### src/include/ceca_pkg.sv
// Shared constants and types for the cascaded event counter array
package ceca_pkg;

   // ------------------------------------------------------------
   // Array shape
   // ------------------------------------------------------------
   localparam int NUM_CNT   = 18;  // Counters 0..17
   localparam int NUM_ESC   = 8;   // Two event-select registers per block
   localparam int NUM_EV    = 8;   // Processor event lines
   localparam int ESC_EV_W  = 3;   // Event line index width
   localparam int LAST_BLK_FIRST = 12;  // First counter of the last block
   localparam int LAST_BLK_IDX   = 3;   // Index of the last block

   // ------------------------------------------------------------
   // Register byte offsets
   // ------------------------------------------------------------
   localparam logic [11:0] CNT_BASE = 12'h000;  // Counter values, one word each
   localparam logic [11:0] CFG_BASE = 12'h080;  // Counter configuration words
   localparam logic [11:0] ESC_BASE = 12'h100;  // Event-select words
   localparam logic [11:0] STAT_OFS = 12'h140;  // Sticky interrupt status
   localparam logic [11:0] MASK_OFS = 12'h144;  // Interrupt mask

   // ------------------------------------------------------------
   // Configuration word bit positions
   // ------------------------------------------------------------
   localparam int CFG_EN_BIT  = 0;   // Enable
   localparam int CFG_CAS_BIT = 1;   // Cascade
   localparam int CFG_IRQ_BIT = 2;   // Interrupt on wrap
   localparam int CFG_FRC_BIT = 3;   // Force overflow
   localparam int CFG_SEL_BIT = 4;   // Which of the block's two event selects
   localparam int CFG_EXT_BIT = 11;  // Extended chain enable
   localparam int CFG_OVF_BIT = 31;  // Sticky overflow flag

   // ------------------------------------------------------------
   // Reset values
   // ------------------------------------------------------------
   localparam logic [31:0]         CNT_RST  = 32'h0000_0000;
   localparam logic [ESC_EV_W-1:0] ESC_RST  = 3'h0;
   localparam logic [17:0]         MASK_RST = 18'h00000;

   // ------------------------------------------------------------
   // Types
   // ------------------------------------------------------------
   typedef struct packed {
      logic ovf;      // overflow_sticky_flag
      logic ext;      // chain_c16_to_c12 and relatives
      logic sel;
      logic frc;
      logic irq;      // irq_on_wrap_flag
      logic cas;
      logic en;
   } ceca_cfg_s;

   localparam ceca_cfg_s CFG_RST = 7'h00;

   typedef enum logic [2:0] {
      K_NONE = 3'b000,
      K_CNT  = 3'b001,
      K_CFG  = 3'b010,
      K_ESC  = 3'b011,
      K_STAT = 3'b100,
      K_MASK = 3'b101
   } ceca_kind_e;

   typedef struct packed {
      ceca_kind_e  kind;
      logic [4:0]  idx;
   } ceca_dec_s;

endpackage

### src/verilog/ceca_counter.sv
// One wrapping event counter with load and force-overflow
`timescale 1ns/10ps
module ceca_counter #(
   parameter int W = 32
) (
   input  wire logic         pclk,
   input  wire logic         presetn,
   input  wire logic         load,
   input  wire logic [W-1:0] load_val,
   input  wire logic         run,
   input  wire logic         ev,
   input  wire logic         force_ovf,
   output logic      [W-1:0] count,
   output logic              wrap
);
   import ceca_pkg::*;

   logic inc;

   // ------------------------------------------------------------
   // Increment and wrap detection
   // ------------------------------------------------------------
   // A load in the same cycle takes priority over the count
   assign inc  = run & ev & ~load;
   assign wrap = inc & (force_ovf | (&count));

   // Count register; all ones plus one rolls to zero and keeps going
   always_ff @(posedge pclk or negedge presetn) begin
      if (!presetn) begin
         count <= CNT_RST[W-1:0];
      end else if (load) begin
         count <= load_val;
      end else if (inc) begin
         count <= count + {{(W-1){1'b0}}, 1'b1};
      end
   end

endmodule

### src/verilog/ceca_top.sv
// Cascaded event counter array with APB register access
`timescale 1ns/10ps
// Notes on behaviour
// - An enabled counter counts forever, wrapping from all ones to zero.
// - Every wrap sets a sticky overflow flag that only software clears.
// - Clearing the enable flag stops counting.
// - A cascade-started counter stops when its cascade or source overflow flag clears.
// - Eighteen counters in nine pairs and four blocks; last block holds 12 to 17.
// - Counters take events from their block's event-select registers.
// - The cascade flag lets a counter start from another pair in its block.
// - Counters 0 and 2, 1 and 3 cascade either way, in every block.
// - By the cascade flag, counter 16 starts only from 14, 17 only from 15; never the reverse.
// - Cascade set and enable clear: counting starts when the partner wraps.
// - Counters 16 and 17 never start a cascade through the cascade flag.
// - Bit 11 of last-block configs is the extended chain bit, reserved in two.
// - Counter 16 may start 12 and 17; counter 17 may start 15 and 16.
// - A set extended chain bit starts its target when 16 or 17 wraps.
// - Setting the enable flag starts counting until it is cleared.
// - Wrap with interrupt-on-wrap set raises the performance monitor interrupt when the counter's mask bit is set.
// - With force overflow set, every increment counts as a wrap.
module ceca_top #(
   parameter int W = 32
) (
   input  wire logic                       pclk,
   input  wire logic                       presetn,
   input  wire logic                       psel,
   input  wire logic                       penable,
   input  wire logic                       pwrite,
   input  wire logic [11:0]                paddr,
   input  wire logic [31:0]                pwdata,
   output logic      [31:0]                prdata,
   output logic                            pready,
   output logic                            pslverr,
   input  wire logic [ceca_pkg::NUM_EV-1:0] ev_in,
   output logic                            perf_monitor_irq
);
   import ceca_pkg::*;

   // ------------------------------------------------------------
   // Chain topology helpers
   // ------------------------------------------------------------
   // Ordinary cascade source: same block, other pair, same slot
   function automatic int cas_src(input int i);
      if (i == 16) return 14;
      if (i == 17) return 15;
      return (i & ~3) | ((i & 3) ^ 2);
   endfunction

   // Extended chain source, or the counter itself when it has none
   function automatic int ext_src(input int i);
      unique case (i)
         12: return 16;
         15: return 17;
         16: return 17;
         17: return 16;
         default: return i;
      endcase
   endfunction

   // First event-select register of the counter's block
   function automatic int esc_base(input int i);
      return ((i < LAST_BLK_FIRST) ? (i / 4) : LAST_BLK_IDX) * 2;
   endfunction

   // Address decode for the register map
   function automatic ceca_dec_s decode(input logic [11:0] a);
      ceca_dec_s d;
      d.kind = K_NONE;
      d.idx  = 5'h00;
      if (a[1:0] == 2'h0) begin
         if (a >= CNT_BASE && a < CNT_BASE + 12'(4 * NUM_CNT)) begin
            d.kind = K_CNT;
            d.idx  = 5'((a - CNT_BASE) >> 2);
         end else if (a >= CFG_BASE && a < CFG_BASE + 12'(4 * NUM_CNT)) begin
            d.kind = K_CFG;
            d.idx  = 5'((a - CFG_BASE) >> 2);
         end else if (a >= ESC_BASE && a < ESC_BASE + 12'(4 * NUM_ESC)) begin
            d.kind = K_ESC;
            d.idx  = 5'((a - ESC_BASE) >> 2);
         end else if (a == STAT_OFS) begin
            d.kind = K_STAT;
         end else if (a == MASK_OFS) begin
            d.kind = K_MASK;
         end
      end
      return d;
   endfunction

   // ------------------------------------------------------------
   // State and wiring
   // ------------------------------------------------------------
   ceca_cfg_s               cfg_q    [NUM_CNT];
   logic [ESC_EV_W-1:0]     esc_q    [NUM_ESC];
   logic [W-1:0]            cnt      [NUM_CNT];
   logic [NUM_CNT-1:0]      cas_run_q;
   logic [NUM_CNT-1:0]      stat_q;
   logic [NUM_CNT-1:0]      mask_q;
   logic [NUM_CNT-1:0]      wrap;
   logic [NUM_CNT-1:0]      run;
   logic [NUM_CNT-1:0]      trig;
   logic [NUM_CNT-1:0]      keep;
   logic [NUM_CNT-1:0]      evsel;
   logic [NUM_CNT-1:0]      load;
   logic [NUM_CNT-1:0]      ovf;
   logic [NUM_EV-1:0]       ev_s1_q;
   logic [NUM_EV-1:0]       ev_s2_q;
   logic [NUM_EV-1:0]       ev_s3_q;
   logic [NUM_EV-1:0]       ev_f_q;
   logic [31:0]             prdata_q;
   logic                    err_q;
   logic                    irq_q;
   logic                    access;
   logic                    setup;
   ceca_dec_s               dec;
   logic [31:0]             rd_val;

   // ------------------------------------------------------------
   // Event line synchroniser
   // ------------------------------------------------------------
   // Three stages; a change is accepted once stages two and three agree
   always_ff @(posedge pclk or negedge presetn) begin
      if (!presetn) begin
         ev_s1_q <= '0;
         ev_s2_q <= '0;
         ev_s3_q <= '0;
         ev_f_q  <= '0;
      end else begin
         ev_s1_q <= ev_in;
         ev_s2_q <= ev_s1_q;
         ev_s3_q <= ev_s2_q;
         for (int k = 0; k < NUM_EV; k++) begin
            if (ev_s2_q[k] == ev_s3_q[k]) begin
               ev_f_q[k] <= ev_s3_q[k];
            end
         end
      end
   end

   // ------------------------------------------------------------
   // APB slave
   // ------------------------------------------------------------
   // Zero wait states; read data and error are captured in the setup cycle
   assign setup   = psel & ~penable;
   assign access  = psel & penable;
   assign dec     = decode(paddr);
   assign pready  = 1'b1;
   assign prdata  = prdata_q;
   assign pslverr = err_q & access;

   // Read data mux; reserved bits read zero
   always_comb begin
      rd_val = 32'h0000_0000;
      unique case (dec.kind)
         K_CNT: begin
            rd_val[W-1:0] = cnt[dec.idx];
         end
         K_CFG: begin
            rd_val[CFG_EN_BIT]  = cfg_q[dec.idx].en;
            rd_val[CFG_CAS_BIT] = cfg_q[dec.idx].cas;
            rd_val[CFG_IRQ_BIT] = cfg_q[dec.idx].irq;
            rd_val[CFG_FRC_BIT] = cfg_q[dec.idx].frc;
            rd_val[CFG_SEL_BIT] = cfg_q[dec.idx].sel;
            rd_val[CFG_EXT_BIT] = cfg_q[dec.idx].ext;
            rd_val[CFG_OVF_BIT] = cfg_q[dec.idx].ovf;
         end
         K_ESC:  rd_val[ESC_EV_W-1:0] = esc_q[dec.idx[2:0]];
         K_STAT: rd_val[NUM_CNT-1:0] = stat_q;
         K_MASK: rd_val[NUM_CNT-1:0] = mask_q;
         K_NONE: rd_val = 32'h0000_0000;
      endcase
   end

   // Capture read data and decode error ahead of the access phase
   always_ff @(posedge pclk or negedge presetn) begin
      if (!presetn) begin
         prdata_q <= 32'h0000_0000;
         err_q    <= 1'b0;
      end else if (setup) begin
         prdata_q <= pwrite ? 32'h0000_0000 : rd_val;
         err_q    <= (dec.kind == K_NONE);
      end
   end

   // Event-select and mask registers
   always_ff @(posedge pclk or negedge presetn) begin
      if (!presetn) begin
         for (int k = 0; k < NUM_ESC; k++) begin
            esc_q[k] <= ESC_RST;
         end
         mask_q <= MASK_RST;
      end else if (access && pwrite) begin
         if (dec.kind == K_ESC) begin
            esc_q[dec.idx[2:0]] <= pwdata[ESC_EV_W-1:0];
         end
         if (dec.kind == K_MASK) begin
            mask_q <= pwdata[NUM_CNT-1:0];
         end
      end
   end

   // ------------------------------------------------------------
   // Interrupt status
   // ------------------------------------------------------------
   // Read clears only the bits that were returned; a new wrap wins
   always_ff @(posedge pclk or negedge presetn) begin
      if (!presetn) begin
         stat_q <= '0;
         irq_q  <= 1'b0;
      end else begin
         for (int k = 0; k < NUM_CNT; k++) begin
            if (wrap[k] && cfg_q[k].irq) begin
               stat_q[k] <= 1'b1;
            end else if (access && !pwrite && dec.kind == K_STAT && prdata_q[k]) begin
               stat_q[k] <= 1'b0;
            end
         end
         irq_q <= |(stat_q & mask_q);
      end
   end

   assign perf_monitor_irq = irq_q;

   // ------------------------------------------------------------
   // Counter slices
   // ------------------------------------------------------------
   for (genvar i = 0; i < NUM_CNT; i++) begin : g_cnt
      localparam int  SRC  = cas_src(i);
      localparam int  XSRC = ext_src(i);
      localparam bit  HASX = (XSRC != i);
      localparam int  EB   = esc_base(i);
      logic wr_cfg;

      assign wr_cfg   = access & pwrite & (dec.kind == K_CFG) & (dec.idx == 5'(i));
      assign load[i]  = access & pwrite & (dec.kind == K_CNT) & (dec.idx == 5'(i));
      assign ovf[i]   = cfg_q[i].ovf;
      assign evsel[i] = ev_f_q[esc_q[EB + int'(cfg_q[i].sel)]];

      // Start and hold terms for ordinary and extended chains
      assign trig[i] = (cfg_q[i].cas & wrap[SRC])
                     | (HASX & cfg_q[i].ext & wrap[XSRC]);
      assign keep[i] = (cfg_q[i].cas & ovf[SRC])
                     | (HASX & cfg_q[i].ext & ovf[XSRC]);
      assign run[i]  = cfg_q[i].en | cas_run_q[i];

      // Configuration word; a wrap in the write cycle still sets the flag
      always_ff @(posedge pclk or negedge presetn) begin
         if (!presetn) begin
            cfg_q[i] <= CFG_RST;
         end else begin
            if (wr_cfg) begin
               cfg_q[i].en  <= pwdata[CFG_EN_BIT];
               cfg_q[i].cas <= pwdata[CFG_CAS_BIT];
               cfg_q[i].irq <= pwdata[CFG_IRQ_BIT];
               cfg_q[i].frc <= pwdata[CFG_FRC_BIT];
               cfg_q[i].sel <= pwdata[CFG_SEL_BIT];
               cfg_q[i].ext <= HASX & pwdata[CFG_EXT_BIT];
            end
            cfg_q[i].ovf <= wrap[i] | (wr_cfg ? pwdata[CFG_OVF_BIT] : cfg_q[i].ovf);
         end
      end

      // Chain-started run state
      always_ff @(posedge pclk or negedge presetn) begin
         if (!presetn) begin
            cas_run_q[i] <= 1'b0;
         end else if (!cfg_q[i].en && trig[i]) begin
            cas_run_q[i] <= 1'b1;
         end else begin
            cas_run_q[i] <= cas_run_q[i] & keep[i];
         end
      end

      ceca_counter #(
         .W (W)
      ) u_cnt (
         .pclk      (pclk),
         .presetn   (presetn),
         .load      (load[i]),
         .load_val  (pwdata[W-1:0]),
         .run       (run[i]),
         .ev        (evsel[i]),
         .force_ovf (cfg_q[i].frc),
         .count     (cnt[i]),
         .wrap      (wrap[i])
      );

      // ---------------------------------------------------------
      // Checks
      // ---------------------------------------------------------
      a_wrap_to_zero: assert property (@(posedge pclk) disable iff (!presetn)
         run[i] && evsel[i] && !load[i] && (&cnt[i]) |=> cnt[i] == '0)
         else $error("counter did not wrap to zero");
      a_wrap_sets_ovf: assert property (@(posedge pclk) disable iff (!presetn)
         wrap[i] |=> ovf[i])
         else $error("wrap did not set overflow flag");
      a_ovf_sticky: assert property (@(posedge pclk) disable iff (!presetn)
         ovf[i] && !wr_cfg |=> ovf[i])
         else $error("overflow flag dropped without a write");
      a_halt_holds: assert property (@(posedge pclk) disable iff (!presetn)
         !run[i] && !load[i] |=> cnt[i] == $past(cnt[i]))
         else $error("halted counter changed");
      a_enable_counts: assert property (@(posedge pclk) disable iff (!presetn)
         cfg_q[i].en && evsel[i] && !load[i] && !(&cnt[i])
         |=> cnt[i] == $past(cnt[i]) + 1'b1)
         else $error("enabled counter did not increment");
      a_chain_start: assert property (@(posedge pclk) disable iff (!presetn)
         !cfg_q[i].en && cfg_q[i].cas && wrap[SRC] |=> run[i])
         else $error("cascade did not start counter");
      a_chain_stop: assert property (@(posedge pclk) disable iff (!presetn)
         cas_run_q[i] && !keep[i] && !trig[i] |=> !cas_run_q[i])
         else $error("cascade run survived cleared flag");
      a_ext_reserved: assert property (@(posedge pclk) disable iff (!presetn)
         !HASX |-> !cfg_q[i].ext)
         else $error("reserved chain bit is set");
      a_force_wraps: assert property (@(posedge pclk) disable iff (!presetn)
         run[i] && evsel[i] && !load[i] && cfg_q[i].frc |-> wrap[i] ##1 ovf[i])
         else $error("forced overflow missing");
      a_irq_status: assert property (@(posedge pclk) disable iff (!presetn)
         wrap[i] && cfg_q[i].irq |=> stat_q[i])
         else $error("wrap did not set interrupt status");
   end

   // ------------------------------------------------------------
   // Scenario coverage
   // ------------------------------------------------------------
   c_chain_start: cover property (@(posedge pclk) disable iff (!presetn)
      !cfg_q[2].en && trig[2] ##1 cas_run_q[2]);
   c_ext_start: cover property (@(posedge pclk) disable iff (!presetn)
      cfg_q[12].ext && wrap[16] ##1 cas_run_q[12]);
   c_irq_raise: cover property (@(posedge pclk) disable iff (!presetn)
      !perf_monitor_irq ##1 perf_monitor_irq);
   c_unmapped: cover property (@(posedge pclk) disable iff (!presetn)
      pslverr);

endmodule
### config.mk
export PLATFORM = sky130hd
export DESIGN_NAME = ceca_top
export DESIGN_NICKNAME = d
export VERILOG_FILES = /design/src/include/ceca_pkg.sv /design/src/verilog/ceca_counter.sv /design/src/verilog/ceca_top.sv
export SDC_FILE = /design/constraint.sdc
export NUM_CORES = 2
export LEC_CHECK = 0
export ABC_AREA = 1
export BUFFER_PORTS_ARGS = -buffer_cell sky130_fd_sc_hd__buf_4
export CELL_PAD_IN_SITES_DETAIL_PLACEMENT = 2
export CELL_PAD_IN_SITES_GLOBAL_PLACEMENT = 2
export CORE_MARGIN = 8
export CORE_UTILIZATION = 40
export CTS_CLUSTER_DIAMETER = 30
export DETAILED_ROUTE_END_ITERATION = 16
export HOLD_SLACK_MARGIN = 0.15
export PLACE_DENSITY_LB_ADDON = 0.1
export SYNTH_ARGS = -nofsm -noshare
export SYNTH_HDL_FRONTEND = slang
export SYNTH_SLANG_ARGS = --single-unit
export TNS_END_PERCENT = 30
### constraint.sdc
create_clock -name pclk -period 7.33 [get_ports pclk]
set_clock_uncertainty 0.15 [all_clocks]
set_input_delay 1.466 -clock pclk [delete_from_list [all_inputs] [get_ports pclk]]
set_output_delay 1.466 -clock pclk [all_outputs]
set_load 0.02 [all_outputs]
==> impl_metrics.yaml <==
cells_and_area:
  area_growth_syn_to_layout_pct: 22.0
  fraction_of_final_layout_cells_sized_beyond_drive_strength_1_pct: 9.36
  regArea_um2: 20800
  fillers: 15200
  post-route-util_pct: 49.2
  multi_input_logic_area_um2: 28800
  nNetsFinal: 8022
floorplanning:
  die-area_um2: 149000
  rows: 135
  ios: 92
  die_w_um: 385
  floorplan.initialDensity_pct: 40.3
  die-height_um: 385
  core_area_um2: 135000
setup_path:
  path_max_fanout: 34
  crit_path_start: "paddr[2]"
  reg_to_reg_startpoint: "ev_f_q[1]"
  critPathCaptureType: "flop"
  cp_cell_sequence: "buf_4 > inv_2 > nor2_4 > inv_2 > nor2_2 > nand3_2 > nand3_1 > nand2_2 > nor2_4 > nand2_4 > nor2_4 > buf_4 > nand2_2 > nand2_1 > inv_1 > nand2_1 > o221ai_1"
  critPathTopFamily: "simple AND/OR/NAND/NOR gates"
  worst_setup_path_start_kind: "input pin"
  critical_path_arrival_ns: 6.36
  rrSetupSlack_ns: 2.53
  worst-setup-path-type: "in2reg"
  worst_ep_required_time_ns: 7.87
  path_length_in_cells_of_the_critical_path: 17
  crit_path_frequent_cell: "nor2_4"
  critPathCapture: "g_cnt[4].u_cnt.count[15]"
  reg2reg_depth: 11
  crit-reg2reg-capture: "g_cnt[11].u_cnt.count[11]"
  max_stage_delay_ns: 0.76
  path_buf_inv: 5
  cpMaxStageDelayCell: "nand2_1"
synth:
  syn-cell-area_um2: 54600
  synth.lib_cells_used.distinct: 50
  synth_nets: 7894
  ys.warnings.count: 0
  asyncSetResetFlopFracSynth_pct: 100
  postSynthRegisterBits: 832
  synth_flop_cell: "dfrtp_1"
  synth_edf_count: 0
  synthesis.area_per_instance_um2: 6.98
  netlist_instances: 7819
  synth_seq_area_share_pct: 38.1
route:
  dr.first_iter.drc_count: 7616
  vias: 66100
  post_drt_wl_per_cell_um: 35.8
  drt_pass1_iterations: 5
  remaining_routing_drc_violations: 0
  antenna_left: 0
  route.detailed.vias_per_inst: 6.64
  detail_route.wirelength_um: 356000
global_route:
  gr-total-overflow: 0
  grt_start_max_net_pins: 154
  number_of_global_route_vias_before_repair: 72300
  grt_first_pass_wirelength_um: 516000
  overall_fraction_of_global_route_tracks_in_use_pct: 46.6
  antenna_found_initial: 28
pwr:
  irDropWorstVdd_mv: 0.228
  seq_power_share_pct: 25.8
  p_int_mw: 13.6
  clkPwrFrac_pct: 70.3
  power_density_nw_per_um2: 271
  pwr-share-comb_pct: 3.8
  leakagePower_nw: 29.5
  p_switching_mw: 4.45
  switching_part_of_the_total_pct: 24.7
cts:
  hold_buffers: 0
  cts_post_setup_buffers_inserted: 0
  clock_path_buffers: 4
  cts.repair.resized: 0
  h_tree_level_count: 5
  worst_setup_hold_path_clk_slew_ns: 0.05
  clock-sinks: 832
  clock_buffers_created_by_tritoncts: 281
  cts.root.buffer_cell: "clkbuf_16"
  clock_latency_reported_for_the_late_side_of_the_worst_skew_pair_ns: 0.91
  tritoncts: "built"
outcome:
  violations: "max-capacitance violations"
  status: "finished with violations"
sta:
  finalSetupTns_ns: 0
  final_critical_path_required_period_ns: 5.81
  layout_worst_path_cycle_share_pct: 79.3
  slew_limit_fails: 0
  report.final.setup_viol: 0
  final-hold-violation-count: 0
  rsz0062_at_grt: "false"
  fin_hold_ws_ns: 0.198
  tightestPinTransition_ns: 1.49
  max-slew-margin-rel_pct: 0.122
  clock.fmax_ghz: 0.172
place:
  rd_place_congestion: 0.982
  count_of_port_buffers_added_during_placement: 90
  place_hpwl_um: 212000
worst_hold_path:
  type_of_the_tightest_min_delay_check: "reg2reg"
flow_run:
  max_cap_violations: 1
[layout by cell type, fill, tap and decap left out, types with 18 or more instances in the layout]
cell type	instances
a21oi_1	80
a22oi_1	26
buf_4	178
bufinv_16	34
clkbuf_1	34
clkbuf_16	290
clkbuf_8	55
clkinv_2	57
dfrtp_1	832
diode_2	24
ha_1	18
inv_1	908
inv_2	50
nand2_1	2271
nand2_2	23
nand3_1	261
nand4_1	167
nor2_1	846
nor3_1	206
nor4_1	34
o211ai_1	164
o21ai_0	573
o21ai_1	20
o221ai_1	317
o22ai_1	97
or2_2	20
xnor2_1	74
xor2_1	396
[power by group through the flow]
stage	clock [mW]	sequential, mW	combinational [mW]
final	12.7	4.66	0.689
after global routing	12.9	4.66	0.681
after CTS	12.7	4.66	0.647
after global placement	0	4.72	0.610
after floorplan	0	4.71	0.183
after detailed placement	0	4.72	0.622
[sequential cells by signal (all words and copies together), names as in the netlist]
register	cells
g_cnt.u_cnt.count	576
cfg_q	112
prdata	32
esc_q	24
cas_run_q	18
mask_q	18
stat_q	18
ev_f_q	8
ev_s1_q	8
ev_s2_q	8
ev_s3_q	8
err_q	1
perf_monitor_irq	1
[worst min-delay path by stage]
stage / slack, ns / depth (start not counted) / to / startpoint
after floorplan: 0.18 / 0 / ev_s2_q[0] / ev_s1_q[0]
after global placement: 0.19 / 0 / ev_s2_q[1] / ev_s1_q[1]
after detailed placement: 0.19 / 0 / ev_s2_q[3] / ev_s1_q[3]
after CTS: 0.20 / 0 / ev_s2_q[3] / ev_s1_q[3]
after global routing: 0.21 / 0 / ev_s2_q[2] / ev_s1_q[2]
final: 0.20 / 0 / ev_s2_q[2] / ev_s1_q[2]
[synthesized netlist by cell type (2+ instances only)]
library cell / count / share of area [%]
a21o_1: 3 / 0.041
a21oi_1: 81 / 0.74
a22o_1: 3 / 0.048
a22oi_1: 26 / 0.36
a31oi_1: 2 / 0.023
and2_1: 2 / 0.023
and3_1: 2 / 0.023
buf_1: 20 / 0.14
buf_2: 95 / 0.87
buf_4: 6 / 0.082
buf_6: 2 / 0.041
clkbuf_1: 219 / 1.5
clkinv_1: 18 / 0.12
dfrtp_1: 832 / 38
ha_1: 18 / 0.41
inv_1: 917 / 6.3
inv_2: 37 / 0.25
maj3_1: 8 / 0.15
nand2_1: 2273 / 16
nand2_2: 21 / 0.24
nand2_4: 4 / 0.082
nand3_1: 262 / 2.4
nand3b_1: 8 / 0.11
nand4_1: 167 / 1.9
nor2_1: 851 / 5.8
nor2_2: 8 / 0.092
nor2_4: 4 / 0.082
nor3_1: 206 / 1.9
nor3_2: 3 / 0.055
nor3b_1: 5 / 0.069
nor4_1: 34 / 0.39
o211ai_1: 164 / 2.3
o21a_1: 5 / 0.069
o21ai_0: 573 / 5.3
o21ai_1: 21 / 0.19
o21bai_1: 3 / 0.041
o221ai_1: 317 / 5.1
o22ai_1: 97 / 1.1
o31ai_1: 4 / 0.055
or2_2: 20 / 0.23
xnor2_1: 74 / 1.2
xor2_1: 396 / 6.4
[cell type report]
| type | count | share of cell area, % |
|---|---|---|
| sequential | 832 | 31.3 |
| timing repair buffer | 187 | 2.27 |
| multi-input combinational | 5673 | 43.2 |
| clock inverter | 107 | 2.18 |
| inverter | 972 | 5.48 |
| antenna | 24 | 0.0901 |
| clock buffer | 379 | 12.2 |
| tap | 1781 | 3.34 |
[cell families after synthesis]
family | after synthesis | share of synthesized area [%]
adders and majority gates | 26 | 0.559
xor gates and xnor gates | 470 | 7.54
and+or+nand+nor | 3873 | 29.1
buffers and inverters | 1314 | 9.32
DFF | 832 | 38.1
other | 1 | 0.00687
AOI/OAI and AO/OA | 1303 | 15.3
[metrics by stage]
stage | setup slack (ns) | cell area (um2) | std cells | total power [mW]
2_1_floorplan | 3.67 | 54600 | 7819 | 4.90
3_3_place_gp | 1.25 | 57000 | 9445 | 5.33
3_5_place_dp | 1.20 | 57000 | 9445 | 5.35
4_1_cts | 1.80 | 66600 | 9931 | 18.0
5_1_grt | 1.49 | 66600 | 9932 | 18.2
6_report | 1.52 | 66600 | 9955 | 18.0
[worst register-to-register path, delay by kind of cell (launching register included)]
family	cells	cell delay [ns]
simple gates	5	1.94
buf+inv	3	1.28
compound gates	3	0.37
flops	1	0.87
[per-layer routing]
layer	wire, um	GRT usage (%)	vias to the layer above	part of all wire [%]
met5	113	0	-	0.032
met4	32100	35.4	18	9.0
met3	40000	14.6	1640	11
met2	154000	70.2	4577	43
met1	130000	55.3	33800	37
li1	-	-	26000	-
Power figures use the tool's default switching activity.
